### src/pkg/tap_pkg.sv
// Shared constants and types for the memory test access port
package tap_pkg;

   // ----------------------------------------
   // Register widths
   // ----------------------------------------
   localparam int IR_W  = 3;
   localparam int ID_W  = 32;
   localparam int BSR_W = 75;

   // ----------------------------------------
   // Instruction codes
   // ----------------------------------------
   localparam logic [IR_W-1:0] INS_SAMPLE_HIZ = 3'h0;
   localparam logic [IR_W-1:0] INS_IDENT      = 3'h1;
   localparam logic [IR_W-1:0] INS_SAMPLE_Z   = 3'h2;
   localparam logic [IR_W-1:0] INS_SAMPLE     = 3'h4;
   localparam logic [IR_W-1:0] INS_BYPASS     = 3'h7;

   // ----------------------------------------
   // Capture and reset values
   // ----------------------------------------
   localparam logic [IR_W-1:0] IR_CAPTURE_VAL = 3'h1;
   localparam logic [IR_W-1:0] IR_RESET_VAL   = INS_IDENT;
   localparam logic            BYPASS_CAP_VAL = 1'b0;
   localparam logic            TDO_RESET_VAL  = 1'b0;
   localparam logic            OE_RESET_VAL   = 1'b0;
   localparam logic            HIZ_RESET_VAL  = 1'b0;
   // Arbitrary identification value; bit 0 marks the register present
   localparam logic [ID_W-1:0] ID_VALUE       = 32'h5a3c_0001;
   localparam logic [BSR_W-1:0] BSR_RESET_VAL = '0;

   // ----------------------------------------
   // Pin synchroniser: bit order {tdi, tms, tck}
   // ----------------------------------------
   localparam int             PIN_W         = 3;
   localparam int             PIN_TCK       = 0;
   localparam int             PIN_TMS       = 1;
   localparam int             PIN_TDI       = 2;
   localparam logic [PIN_W-1:0] PIN_RESET_VAL = 3'h6;

   // Rising test clock edges with mode select high that force reset
   localparam int TMS_RESET_EDGES = 5;

   // ----------------------------------------
   // Controller states and data register select
   // ----------------------------------------
   typedef enum logic [3:0] {
      ST_RESET, ST_IDLE,
      ST_SEL_DR, ST_CAP_DR, ST_SH_DR, ST_EX1_DR, ST_PAU_DR, ST_EX2_DR, ST_UPD_DR,
      ST_SEL_IR, ST_CAP_IR, ST_SH_IR, ST_EX1_IR, ST_PAU_IR, ST_EX2_IR, ST_UPD_IR
   } tap_state_type;

   typedef enum logic [1:0] {
      SEL_BYPASS, SEL_IDENT, SEL_BOUNDARY
   } dr_sel_type;

endpackage : tap_pkg

### src/pkg/tap_link_if.sv
// Synchronised test pin events and controller state
`timescale 1ns/1ps
interface tap_link_if;
   import tap_pkg::*;

   logic          tck_rise;
   logic          tck_fall;
   logic          tms;
   logic          tdi;
   tap_state_type state;

   modport sync (output tck_rise, output tck_fall, output tms, output tdi);
   modport fsm  (input tck_rise, input tms, output state);
   modport core (input tck_rise, input tck_fall, input tdi, input state);

endinterface : tap_link_if

### src/rtl/tap_pin_sync.sv
// Two-stage synchroniser for the test pins with test clock edge detect
`timescale 1ns/1ps
module tap_pin_sync (
   // Clock and reset
   input  wire logic                    i_sys_clk,
   input  wire logic                    i_rst,
   // Raw pins
   input  wire logic [tap_pkg::PIN_W-1:0] i_pins,
   // Synchronised events
   tap_link_if.sync                     lnk
);
   import tap_pkg::*;

   logic [PIN_W-1:0] meta_r;
   logic [PIN_W-1:0] sync_r;
   logic             tck_d_r;

   // ----------------------------------------
   // Synchroniser
   // ----------------------------------------
   // Undriven mode select and data read high, as a pull-up would give
   always_ff @(posedge i_sys_clk or posedge i_rst) begin
      if (i_rst) begin
         meta_r <= PIN_RESET_VAL;
         sync_r <= PIN_RESET_VAL;
      end else begin
         meta_r <= i_pins;
         sync_r <= meta_r;
      end
   end

   always_ff @(posedge i_sys_clk or posedge i_rst) begin
      if (i_rst) begin
         tck_d_r <= PIN_RESET_VAL[PIN_TCK];
      end else begin
         tck_d_r <= sync_r[PIN_TCK];
      end
   end

   assign lnk.tck_rise = sync_r[PIN_TCK] & ~tck_d_r;
   assign lnk.tck_fall = ~sync_r[PIN_TCK] & tck_d_r;
   assign lnk.tms      = sync_r[PIN_TMS];
   assign lnk.tdi      = sync_r[PIN_TDI];

endmodule : tap_pin_sync

### src/rtl/tap_ctrl_fsm.sv
// Sixteen-state test access port controller
`timescale 1ns/1ps
module tap_ctrl_fsm (
   // Clock and reset
   input  wire logic i_sys_clk,
   input  wire logic i_rst,
   // Events and state
   tap_link_if.fsm   lnk
);
   import tap_pkg::*;

   tap_state_type state_r;
   tap_state_type state_nxt;

   // ----------------------------------------
   // Next state
   // ----------------------------------------
   // Five high mode-select edges reach reset from any state
   always_comb begin
      state_nxt = state_r;
      case (state_r)
         ST_RESET:  state_nxt = lnk.tms ? ST_RESET  : ST_IDLE;
         ST_IDLE:   state_nxt = lnk.tms ? ST_SEL_DR : ST_IDLE;
         ST_SEL_DR: state_nxt = lnk.tms ? ST_SEL_IR : ST_CAP_DR;
         ST_CAP_DR: state_nxt = lnk.tms ? ST_EX1_DR : ST_SH_DR;
         ST_SH_DR:  state_nxt = lnk.tms ? ST_EX1_DR : ST_SH_DR;
         ST_EX1_DR: state_nxt = lnk.tms ? ST_UPD_DR : ST_PAU_DR;
         ST_PAU_DR: state_nxt = lnk.tms ? ST_EX2_DR : ST_PAU_DR;
         ST_EX2_DR: state_nxt = lnk.tms ? ST_UPD_DR : ST_SH_DR;
         ST_UPD_DR: state_nxt = lnk.tms ? ST_SEL_DR : ST_IDLE;
         ST_SEL_IR: state_nxt = lnk.tms ? ST_RESET  : ST_CAP_IR;
         ST_CAP_IR: state_nxt = lnk.tms ? ST_EX1_IR : ST_SH_IR;
         ST_SH_IR:  state_nxt = lnk.tms ? ST_EX1_IR : ST_SH_IR;
         ST_EX1_IR: state_nxt = lnk.tms ? ST_UPD_IR : ST_PAU_IR;
         ST_PAU_IR: state_nxt = lnk.tms ? ST_EX2_IR : ST_PAU_IR;
         ST_EX2_IR: state_nxt = lnk.tms ? ST_UPD_IR : ST_SH_IR;
         ST_UPD_IR: state_nxt = lnk.tms ? ST_SEL_DR : ST_IDLE;
         default:   state_nxt = ST_RESET;
      endcase
   end

   // ----------------------------------------
   // State register
   // ----------------------------------------
   always_ff @(posedge i_sys_clk or posedge i_rst) begin
      if (i_rst) begin
         state_r <= ST_RESET;
      end else if (lnk.tck_rise) begin
         state_r <= state_nxt;
      end
   end

   assign lnk.state = state_r;

endmodule : tap_ctrl_fsm

### src/rtl/tap_port.sv
// Serial test access port of the burst memory: controller, scan registers, serial output
//
// What this block does
// - Inputs sampled on test clock rise, serial output launched on its fall.
// - Mode select steers the controller, sampled each rising test clock edge.
// - Undriven mode select reads high.
// - Serial input enters the most significant bit of the selected register.
// - Undriven serial input reads high.
// - Serial output is the selected register's lsb, changing on falling edges.
// - Output driver enabled only in shift states, otherwise high impedance.
// - Mode select high for five rising edges forces the reset state.
// - Port reset at any time leaves memory operation undisturbed.
// - Power-up reset puts the controller in reset, output high impedance.
// - Test clock held low keeps the port in reset, harmless.
// - Exactly one register in the serial path, chosen by the instruction.
// - Three-bit instruction register, shifting only while in the path.
// - Instruction becomes identification at power-up and every reset entry.
// - Capture-instruction loads binary 01 into the two lowest bits.
// - A single-bit bypass register gives one stage of delay.
// - Bypass bit cleared to zero when the bypass instruction acts.
// - Identification selects a fixed 32-bit register, captured then shifted.
// - All-zero instruction samples the pin ring and floats memory outputs.
// - Sample-with-outputs-off shifts the boundary register, floats memory outputs.
// - Bypass instruction shifts the bypass register in shift-data.
`timescale 1ns/1ps
module tap_port (
   // Clock and reset
   input  wire logic                      i_sys_clk,
   input  wire logic                      i_rst,

   // Test pins
   input  wire logic                      i_tck,
   input  wire logic                      i_tms,
   input  wire logic                      i_tdi,
   output logic                           o_tdo,
   output logic                           o_tdo_oe,

   // Memory pin ring and output control
   input  wire logic [tap_pkg::BSR_W-1:0] i_ring_pins,
   output logic                           o_mem_hiz
);
   import tap_pkg::*;

   // ----------------------------------------
   // Declarations
   // ----------------------------------------
   tap_link_if lnk ();

   logic [IR_W-1:0]  ir_shift_r;
   logic [IR_W-1:0]  ir_shift_nxt;
   logic [IR_W-1:0]  ir_active_r;
   logic [IR_W-1:0]  ir_active_nxt;
   logic             bypass_r;
   logic             bypass_nxt;
   logic [ID_W-1:0]  id_r;
   logic [ID_W-1:0]  id_nxt;
   logic [BSR_W-1:0] bsr_r;
   logic [BSR_W-1:0] bsr_nxt;
   logic             tdo_r;
   logic             tdo_nxt;
   logic             tdo_oe_r;
   logic             tdo_oe_nxt;
   logic             mem_hiz_r;
   logic             mem_hiz_nxt;

   dr_sel_type       dr_sel;
   logic             in_cap_dr;
   logic             in_sh_dr;
   logic             in_cap_ir;
   logic             in_sh_ir;
   logic             in_exit_ir;
   logic             in_reset;
   logic             dr_lsb;
   logic             ir_cap_go;
   logic             ir_sh_go;
   logic             ir_upd_go;
   logic             dr_cap_go;
   logic             dr_sh_go;

   // ----------------------------------------
   // Pin synchroniser and controller
   // ----------------------------------------
   // Test clock is sampled, not used as a clock; it must stay well below
   // a quarter of the system clock rate for edges to be seen.
   tap_pin_sync u_sync (
      .i_sys_clk (i_sys_clk),
      .i_rst     (i_rst),
      .i_pins    ({i_tdi, i_tms, i_tck}),
      .lnk       (lnk.sync)
   );

   tap_ctrl_fsm u_fsm (
      .i_sys_clk (i_sys_clk),
      .i_rst     (i_rst),
      .lnk       (lnk.fsm)
   );

   // ----------------------------------------
   // State decode
   // ----------------------------------------
   assign in_reset  = (lnk.state == ST_RESET);
   assign in_cap_dr = (lnk.state == ST_CAP_DR);
   assign in_sh_dr  = (lnk.state == ST_SH_DR);
   assign in_cap_ir = (lnk.state == ST_CAP_IR);
   assign in_sh_ir  = (lnk.state == ST_SH_IR);
   assign in_exit_ir = (lnk.state == ST_EX1_IR) | (lnk.state == ST_EX2_IR);

   // ----------------------------------------
   // Test clock strobes
   // ----------------------------------------
   // One system clock wide, so each test clock edge acts exactly once
   assign ir_cap_go = lnk.tck_rise & in_cap_ir;
   assign ir_sh_go  = lnk.tck_rise & in_sh_ir;
   assign ir_upd_go = lnk.tck_rise & in_exit_ir & lnk.tms;
   assign dr_cap_go = lnk.tck_rise & in_cap_dr;
   assign dr_sh_go  = lnk.tck_rise & in_sh_dr;

   // ----------------------------------------
   // Instruction decode
   // ----------------------------------------
   // Reserved codes fall back to bypass so the chain length stays defined
   always_comb begin
      case (ir_active_r)
         INS_IDENT:      dr_sel = SEL_IDENT;
         INS_BYPASS:     dr_sel = SEL_BYPASS;
         INS_SAMPLE:     dr_sel = SEL_BOUNDARY;
         INS_SAMPLE_Z:   dr_sel = SEL_BOUNDARY;
         INS_SAMPLE_HIZ: dr_sel = SEL_BOUNDARY;
         default:        dr_sel = SEL_BYPASS;
      endcase
   end

   always_comb begin
      case (dr_sel)
         SEL_IDENT:    dr_lsb = id_r[0];
         SEL_BOUNDARY: dr_lsb = bsr_r[0];
         SEL_BYPASS:   dr_lsb = bypass_r;
         default:      dr_lsb = bypass_r;
      endcase
   end

   // ----------------------------------------
   // Instruction shift register
   // ----------------------------------------
   always_comb begin
      ir_shift_nxt = ir_shift_r;
      if (ir_cap_go) begin
         ir_shift_nxt = IR_CAPTURE_VAL;
      end else if (ir_sh_go) begin
         ir_shift_nxt = {lnk.tdi, ir_shift_r[IR_W-1:1]};
      end
   end

   always_ff @(posedge i_sys_clk or posedge i_rst) begin
      if (i_rst) begin
         ir_shift_r <= IR_RESET_VAL;
      end else begin
         ir_shift_r <= ir_shift_nxt;
      end
   end

   // ----------------------------------------
   // Active instruction
   // ----------------------------------------
   // Loaded on the edge that enters update, so the old code holds until then
   always_comb begin
      ir_active_nxt = ir_active_r;
      if (in_reset) begin
         ir_active_nxt = IR_RESET_VAL;
      end else if (ir_upd_go) begin
         ir_active_nxt = ir_shift_r;
      end
   end

   always_ff @(posedge i_sys_clk or posedge i_rst) begin
      if (i_rst) begin
         ir_active_r <= IR_RESET_VAL;
      end else begin
         ir_active_r <= ir_active_nxt;
      end
   end

   // ----------------------------------------
   // Bypass register
   // ----------------------------------------
   always_comb begin
      bypass_nxt = bypass_r;
      if (dr_sel == SEL_BYPASS) begin
         if (dr_cap_go) begin
            bypass_nxt = BYPASS_CAP_VAL;
         end else if (dr_sh_go) begin
            bypass_nxt = lnk.tdi;
         end
      end
   end

   always_ff @(posedge i_sys_clk or posedge i_rst) begin
      if (i_rst) begin
         bypass_r <= BYPASS_CAP_VAL;
      end else begin
         bypass_r <= bypass_nxt;
      end
   end

   // ----------------------------------------
   // Identification register
   // ----------------------------------------
   always_comb begin
      id_nxt = id_r;
      if (dr_sel == SEL_IDENT) begin
         if (dr_cap_go) begin
            id_nxt = ID_VALUE;
         end else if (dr_sh_go) begin
            id_nxt = {lnk.tdi, id_r[ID_W-1:1]};
         end
      end
   end

   always_ff @(posedge i_sys_clk or posedge i_rst) begin
      if (i_rst) begin
         id_r <= ID_VALUE;
      end else begin
         id_r <= id_nxt;
      end
   end

   // ----------------------------------------
   // Boundary register
   // ----------------------------------------
   // Capture only; there is no preload path back to the memory pins, so
   // update-data has no effect here.
   always_comb begin
      bsr_nxt = bsr_r;
      if (dr_sel == SEL_BOUNDARY) begin
         if (dr_cap_go) begin
            bsr_nxt = i_ring_pins;
         end else if (dr_sh_go) begin
            bsr_nxt = {lnk.tdi, bsr_r[BSR_W-1:1]};
         end
      end
   end

   always_ff @(posedge i_sys_clk or posedge i_rst) begin
      if (i_rst) begin
         bsr_r <= BSR_RESET_VAL;
      end else begin
         bsr_r <= bsr_nxt;
      end
   end

   // ----------------------------------------
   // Serial output
   // ----------------------------------------
   // Launched on the falling edge, half a test clock before the far end samples
   always_comb begin
      tdo_nxt = tdo_r;
      if (lnk.tck_fall) begin
         if (in_sh_ir) begin
            tdo_nxt = ir_shift_r[0];
         end else if (in_sh_dr) begin
            tdo_nxt = dr_lsb;
         end
      end
   end

   always_ff @(posedge i_sys_clk or posedge i_rst) begin
      if (i_rst) begin
         tdo_r <= TDO_RESET_VAL;
      end else begin
         tdo_r <= tdo_nxt;
      end
   end

   // ----------------------------------------
   // Serial output enable
   // ----------------------------------------
   always_comb begin
      tdo_oe_nxt = tdo_oe_r;
      if (in_reset) begin
         tdo_oe_nxt = 1'b0;
      end else if (lnk.tck_fall) begin
         tdo_oe_nxt = in_sh_ir | in_sh_dr;
      end
   end

   always_ff @(posedge i_sys_clk or posedge i_rst) begin
      if (i_rst) begin
         tdo_oe_r <= OE_RESET_VAL;
      end else begin
         tdo_oe_r <= tdo_oe_nxt;
      end
   end

   // ----------------------------------------
   // Memory output float
   // ----------------------------------------
   // Only the instruction steers this; reset restores the identification
   // code, which leaves the memory running untouched.
   always_comb begin
      case (ir_active_r)
         INS_SAMPLE_HIZ: mem_hiz_nxt = 1'b1;
         INS_SAMPLE_Z:   mem_hiz_nxt = 1'b1;
         default:        mem_hiz_nxt = 1'b0;
      endcase
   end

   always_ff @(posedge i_sys_clk or posedge i_rst) begin
      if (i_rst) begin
         mem_hiz_r <= HIZ_RESET_VAL;
      end else begin
         mem_hiz_r <= mem_hiz_nxt;
      end
   end

   // ----------------------------------------
   // Outputs
   // ----------------------------------------
   assign o_tdo     = tdo_r;
   assign o_tdo_oe  = tdo_oe_r;
   assign o_mem_hiz = mem_hiz_r;

endmodule : tap_port

### config.mk
export PLATFORM = sky130hd
export DESIGN_NAME = tap_port
export DESIGN_NICKNAME = d
export VERILOG_FILES = /design/src/pkg/tap_pkg.sv /design/src/pkg/tap_link_if.sv /design/src/rtl/tap_pin_sync.sv /design/src/rtl/tap_ctrl_fsm.sv /design/src/rtl/tap_port.sv
export SDC_FILE = /design/constraint.sdc
export NUM_CORES = 1
export LEC_CHECK = 0
export BUFFER_PORTS_ARGS = -buffer_cell sky130_fd_sc_hd__buf_2
export CAP_MARGIN = 20
export CORE_ASPECT_RATIO = 0.75
export CORE_MARGIN = 2
export CORE_UTILIZATION = 48
export DETAILED_ROUTE_END_ITERATION = 10
export GPL_TIMING_DRIVEN = 0
export PLACE_DENSITY_LB_ADDON = 0.08
export SLEW_MARGIN = 0
export SYNTH_ARGS = -nofsm -noshare
export SYNTH_HDL_FRONTEND = slang
export SYNTH_SLANG_ARGS = --single-unit
### constraint.sdc
create_clock -name i_sys_clk -period 7.85 [get_ports i_sys_clk]
set_clock_uncertainty 0.1 [all_clocks]
set_input_delay 2.355 -clock i_sys_clk [delete_from_list [all_inputs] [get_ports i_sys_clk]]
set_output_delay 2.355 -clock i_sys_clk [all_outputs]
set_load 0.05 [all_outputs]
[Word-level counts from Yosys, hierarchy flattened]
Cells that the tools add are included.
Cells by class
  equality and inequality tests: 20
  bitwise logic cells: 12
  reduce and logical (&&, ||, !) cells: 17
  mux-type cells: 30
Operators with widths (number)
  $mux 75: 2
  $mux 32: 2
  $pmux 4 s12: 1
  $eq 4x4->1 const B: 8
  $mux 3: 6
  $eq 4x3->1 const B: 4
  $mux 4: 4
  $mux 1: 10
  $reduce_bool 2->1: 5
  $and 1x1->1: 8
  $eq 4x2->1 const B: 2
  $reduce_and 2->1: 4
  $mux 2: 3
  $reduce_or 2->1: 3
  $reduce_or 3->1: 2
  $eq 4x1->1 const B: 1
  $logic_not 4->1: 1
  $pmux 2 s2: 1
  $eq 3x1->1 const B: 1
  $eq 3x2->1 const B: 1
  $eq 3x3->1 const B: 1
  $logic_not 3->1: 1
  $eq 2x1->1 const B: 1
  $eq 2x2->1 const B: 1
  other kinds (4): 6
Storage, ports and cells
  output and inout port bits: 3
  bits in registers: 128
  word-level logic and storage cells: 91

[Depth between registers and ports, before layout]
  depth in word-level cells: 7
  mapped depth: 8
  mapped depth without buffers: 7

[Cells and area by module]
Synthesis repeated with hierarchy kept, for this count alone.
Unflattened totals
  cells, all modules: 584
  area total of the unflattened synthesis: 6094.6 um2
Modules (own cells, without submodules)
  tap_port: cells an instance 530, area each 5545.3 um2, sequential area each 2941.6 um2, instances 1
  tap_ctrl_fsm: cells an instance 44, area each 350.3 um2, sequential area each 100.1 um2, instances 1
  tap_pin_sync: cells an instance 10, area each 198.9 um2, sequential area each 180.2 um2, instances 1

[Least setup slack after synthesis]
Ideal clock, no wire load.
  kind: register -> output
  from: register tdo_oe_r, in the netlist o_tdo_oe
  to: output o_tdo_oe
  cell stages (with the launch flop): 1
  path buffers: 0
  arrival: 0.597 ns
  setup slack: 4.798 ns
  cells stage by stage: dfrtp_1
RTL lines
  from (decl): RTL line tap_port.sv:61  | logic tdo_oe_r;
  from (signal assigned): RTL line tap_port.sv:290  | tdo_oe_r <= tdo_oe_nxt;
  to (decl): RTL line tap_port.sv:36  | output logic o_tdo_oe,
No word-level cell between the ends.

[Worst setup path in the final report]
  from: register tdo_oe_r, in the netlist o_tdo_oe
  to: output o_tdo_oe
No word-level cell between the ends.

==> flow_summary.yaml <==
timing:
  setup_viol: 0
  max_freq_ghz: 0.288
  hold_viol: 0
  period_share: 0.442
  drv_slew: 0
  setup_tns_ns: 0
  rsz0062_at_grt: "false"
  worst_slew_pin_slew_ns: 0.563
  slew_headroom: 0.622
  min_period_ns: 3.47
final_layout:
  seq_area_um2: 3220
  multi_input_area_um2: 2360
  syn_to_final_growth_pct: 21.9
  antennaDiodeCount: 0
  design_area_um2: 7160
  post-route-util: 0.608
  fillers: 1008
  drive_gt1_frac: 0.233
  nNetsFinal: 769
  layout.cells.non_filler: 861
critical_path:
  crit_type: "register to output pin"
  crit_arrival_ns: 1.02
  path_cells: "buf_2"
  required_ns: 5.39
  max_stage_delay_ns: 0.34
  crit_start: "o_tdo_oe"
  critPathSlowestCell: "dfrtp_1"
  cp-start-kind: "register"
  reg2reg_from: "u_fsm.lnk.state[2]"
  path_buf_inv: 1
  crit_family: "flip-flops"
  critPathMaxFanout: 2
  end_kind: "output pin"
power_and_ir_drop:
  intPower_uw: 1360
  p_comb_frac: 0.143
  switching_power_uw: 479
  p_leak_uw: 0.00323
  vdd_drop_max_v: 0.000183
  p_per_area_nw_per_um2: 257
  clock_power_share: 0.455
  total_power_uw: 1840
  share_seq_of_total_power: 0.402
  switching_share: 0.260
yosys:
  synth_nets: 667
  synthTopCellsByArea: "dfrtp_1 (48%), mux2i_1 (13%), nand2_1 (9.0%)"
  yosysTopAreaCellShare: 0.481
  ys_ff_latch: 128
  avgSynthCellArea_um2: 10.1
  synth_edf_count: 0
  yosysSeqAreaShare: 0.548
  synth_warnings: 0
  syn_area_um2: 5870
  netlist_instances: 584
  synth.distinct_cells: 43
  synth_flop_cell: "dfrtp_1"
  yosysTopAreaCell: "dfrtp_1"
  synth_async_sr_flop_share: 1.00
cts:
  cts_buffers: 17
  cts_max_path_buffers: 2
  cts_sinks: 128
  ctsHoldBuffers: 0
  cts-root-buf: "clkbuf_16"
  postCtsSetupBuffers: 0
  cts-resized-gates: 0
  clk_pin_slew_worst_paths_ns: 0.06
  htreeDepth: 4
  cts_tree: "built"
  clock_latency_ns: 0.41
detailed_routing:
  routed_wl_um: 11900
  detail_route.iter0.violations: 203
  drt_drc_violations_left: 0
  met1_length_um: 5920
  viasPerCell: 5.07
  vias: 4365
  routedWlPerCell_um: 13.8
  top_layer: "met4"
  ant_nets: 0
  wl_met2_um: 5330
  wl_met3_um: 556
  drt-pass1-iter-count: 5
place:
  dp_hpwl_um: 8260
  gp_congestion: 0.830
  dp.cells: 829
  io_buffers: 82
  dpl_cell_area_um2: 6520
floorplanning:
  dieArea_um2: 13100
  boundaryPins: 83
  dieHeight_um: 99.8
  start_util: 0.499
  coreArea_um2: 11800
  num_rows: 34
  fp.dieW_um: 132
global_routing:
  grt_usage: 0.195
  grt.overflow.total: 0
  grt_pass1_wl_um: 20500
  first_global_vias: 4262
  antenna_found_initial: 0
  grt_max_degree: 81
min_path:
  hp-start: "u_sync.meta_r[1]"
  hp-class: "register to register"
run_status:
  status: "completed"
job:
  cap_violations: 0
[synth_stat cells, types with 4 or more instances]
master      n
o21ai_0    58
clkbuf_1   14
nor3_1      4
o21ai_1    61
nand2_1   141
dfstp_2    15
a21oi_1     7
inv_1       7
dfrtp_1   113
nand3_1     4
nor2b_1     4
buf_8       7
nor2_1     18
buf_2      15
mux2i_1    76
[layout make-up]
class	count	area share
plain buffers	42	0.0376
flip-flops and latches	128	0.450
clock buffers	20	0.0638
clock inverters	12	0.0255
multi-input cells	407	0.329
inverters	7	0.00437
well taps	162	0.0283
repair buffers	83	0.0612
[metal layers]
| layer | vias to the layer above | track usage |
|---|---|---|
| li1 | 2193 | - |
| met1 | 2074 | 0.271 |
| met2 | 86 | 0.299 |
| met4 | 0 | 0.0552 |
| met3 | 12 | 0.0601 |
| met5 | - | 0 |
[sequential cells by signal (all words and copies together) (netlist names)]
register and flops:
u_sync.meta_r 3, ir_active_r 3, ir_shift_r 3, o_tdo_oe 1, u_sync.tck_d_r 1, u_fsm.lnk.state 4
id_r 32, o_tdo 1, u_sync.sync_r 3, bypass_r 1, o_mem_hiz 1, bsr_r 75
[through the flow]
step / hold slack, ns / worst slack [ns]
6_report: 0.257 / 4.38
5_1_grt: 0.258 / 4.34
4_1_cts: 0.257 / 4.35
3_5_place_dp: 0.246 / 4.55
3_3_place_gp: 0.242 / 0.563
2_1_floorplan: 0.231 / 2.01
[power by group through the flow]
stage	sequential, µW	combinational [µW]	clock (µW)
6_report	740	263	839
5_1_grt	746	297	887
4_1_cts	740	263	858
3_5_place_dp	751	261	0
3_3_place_gp	751	255	0
2_1_floorplan	756	184	0
[final timing paths]
path | endpoint | slack, ns | cells past startpoint
worst max-delay path | o_tdo_oe | 4.38 | 1
worst min-delay path | u_sync.sync_r[1] | 0.26 | 0
worst max register to register | bsr_r[71] | 5.88 | 7
worst min register to register | u_sync.sync_r[1] | 0.26 | 0
max in group asynchronous | u_sync.sync_r[2] | 5.01 | 3
min in group asynchronous | id_r[23] | 1.87 | 2
[layout by cell type (no fill, tap or decap), types with 6 or more instances in the layout]
| cell type | count |
|---|---|
| nor2_1 | 18 |
| dfrtp_1 | 113 |
| buf_2 | 97 |
| clkbuf_16 | 17 |
| mux2i_1 | 76 |
| nand2_1 | 141 |
| clkbuf_1 | 15 |
| buf_8 | 7 |
| a21oi_1 | 7 |
| o21ai_0 | 58 |
| dfstp_2 | 15 |
| o21ai_1 | 61 |
| inv_1 | 6 |
[kinds of logic after synthesis]
| group | after synthesis | synth area share |
|---|---|---|
| compound gates | 142 | 0.131 |
| buf+inv | 49 | 0.0503 |
| flops | 128 | 0.548 |
| simple gates | 184 | 0.131 |
| mux | 77 | 0.131 |
| xor+xnor | 1 | 0.00149 |
| fa+ha+maj | 3 | 0.00639 |
No activity file was read; power rests on OpenSTA's default activity.
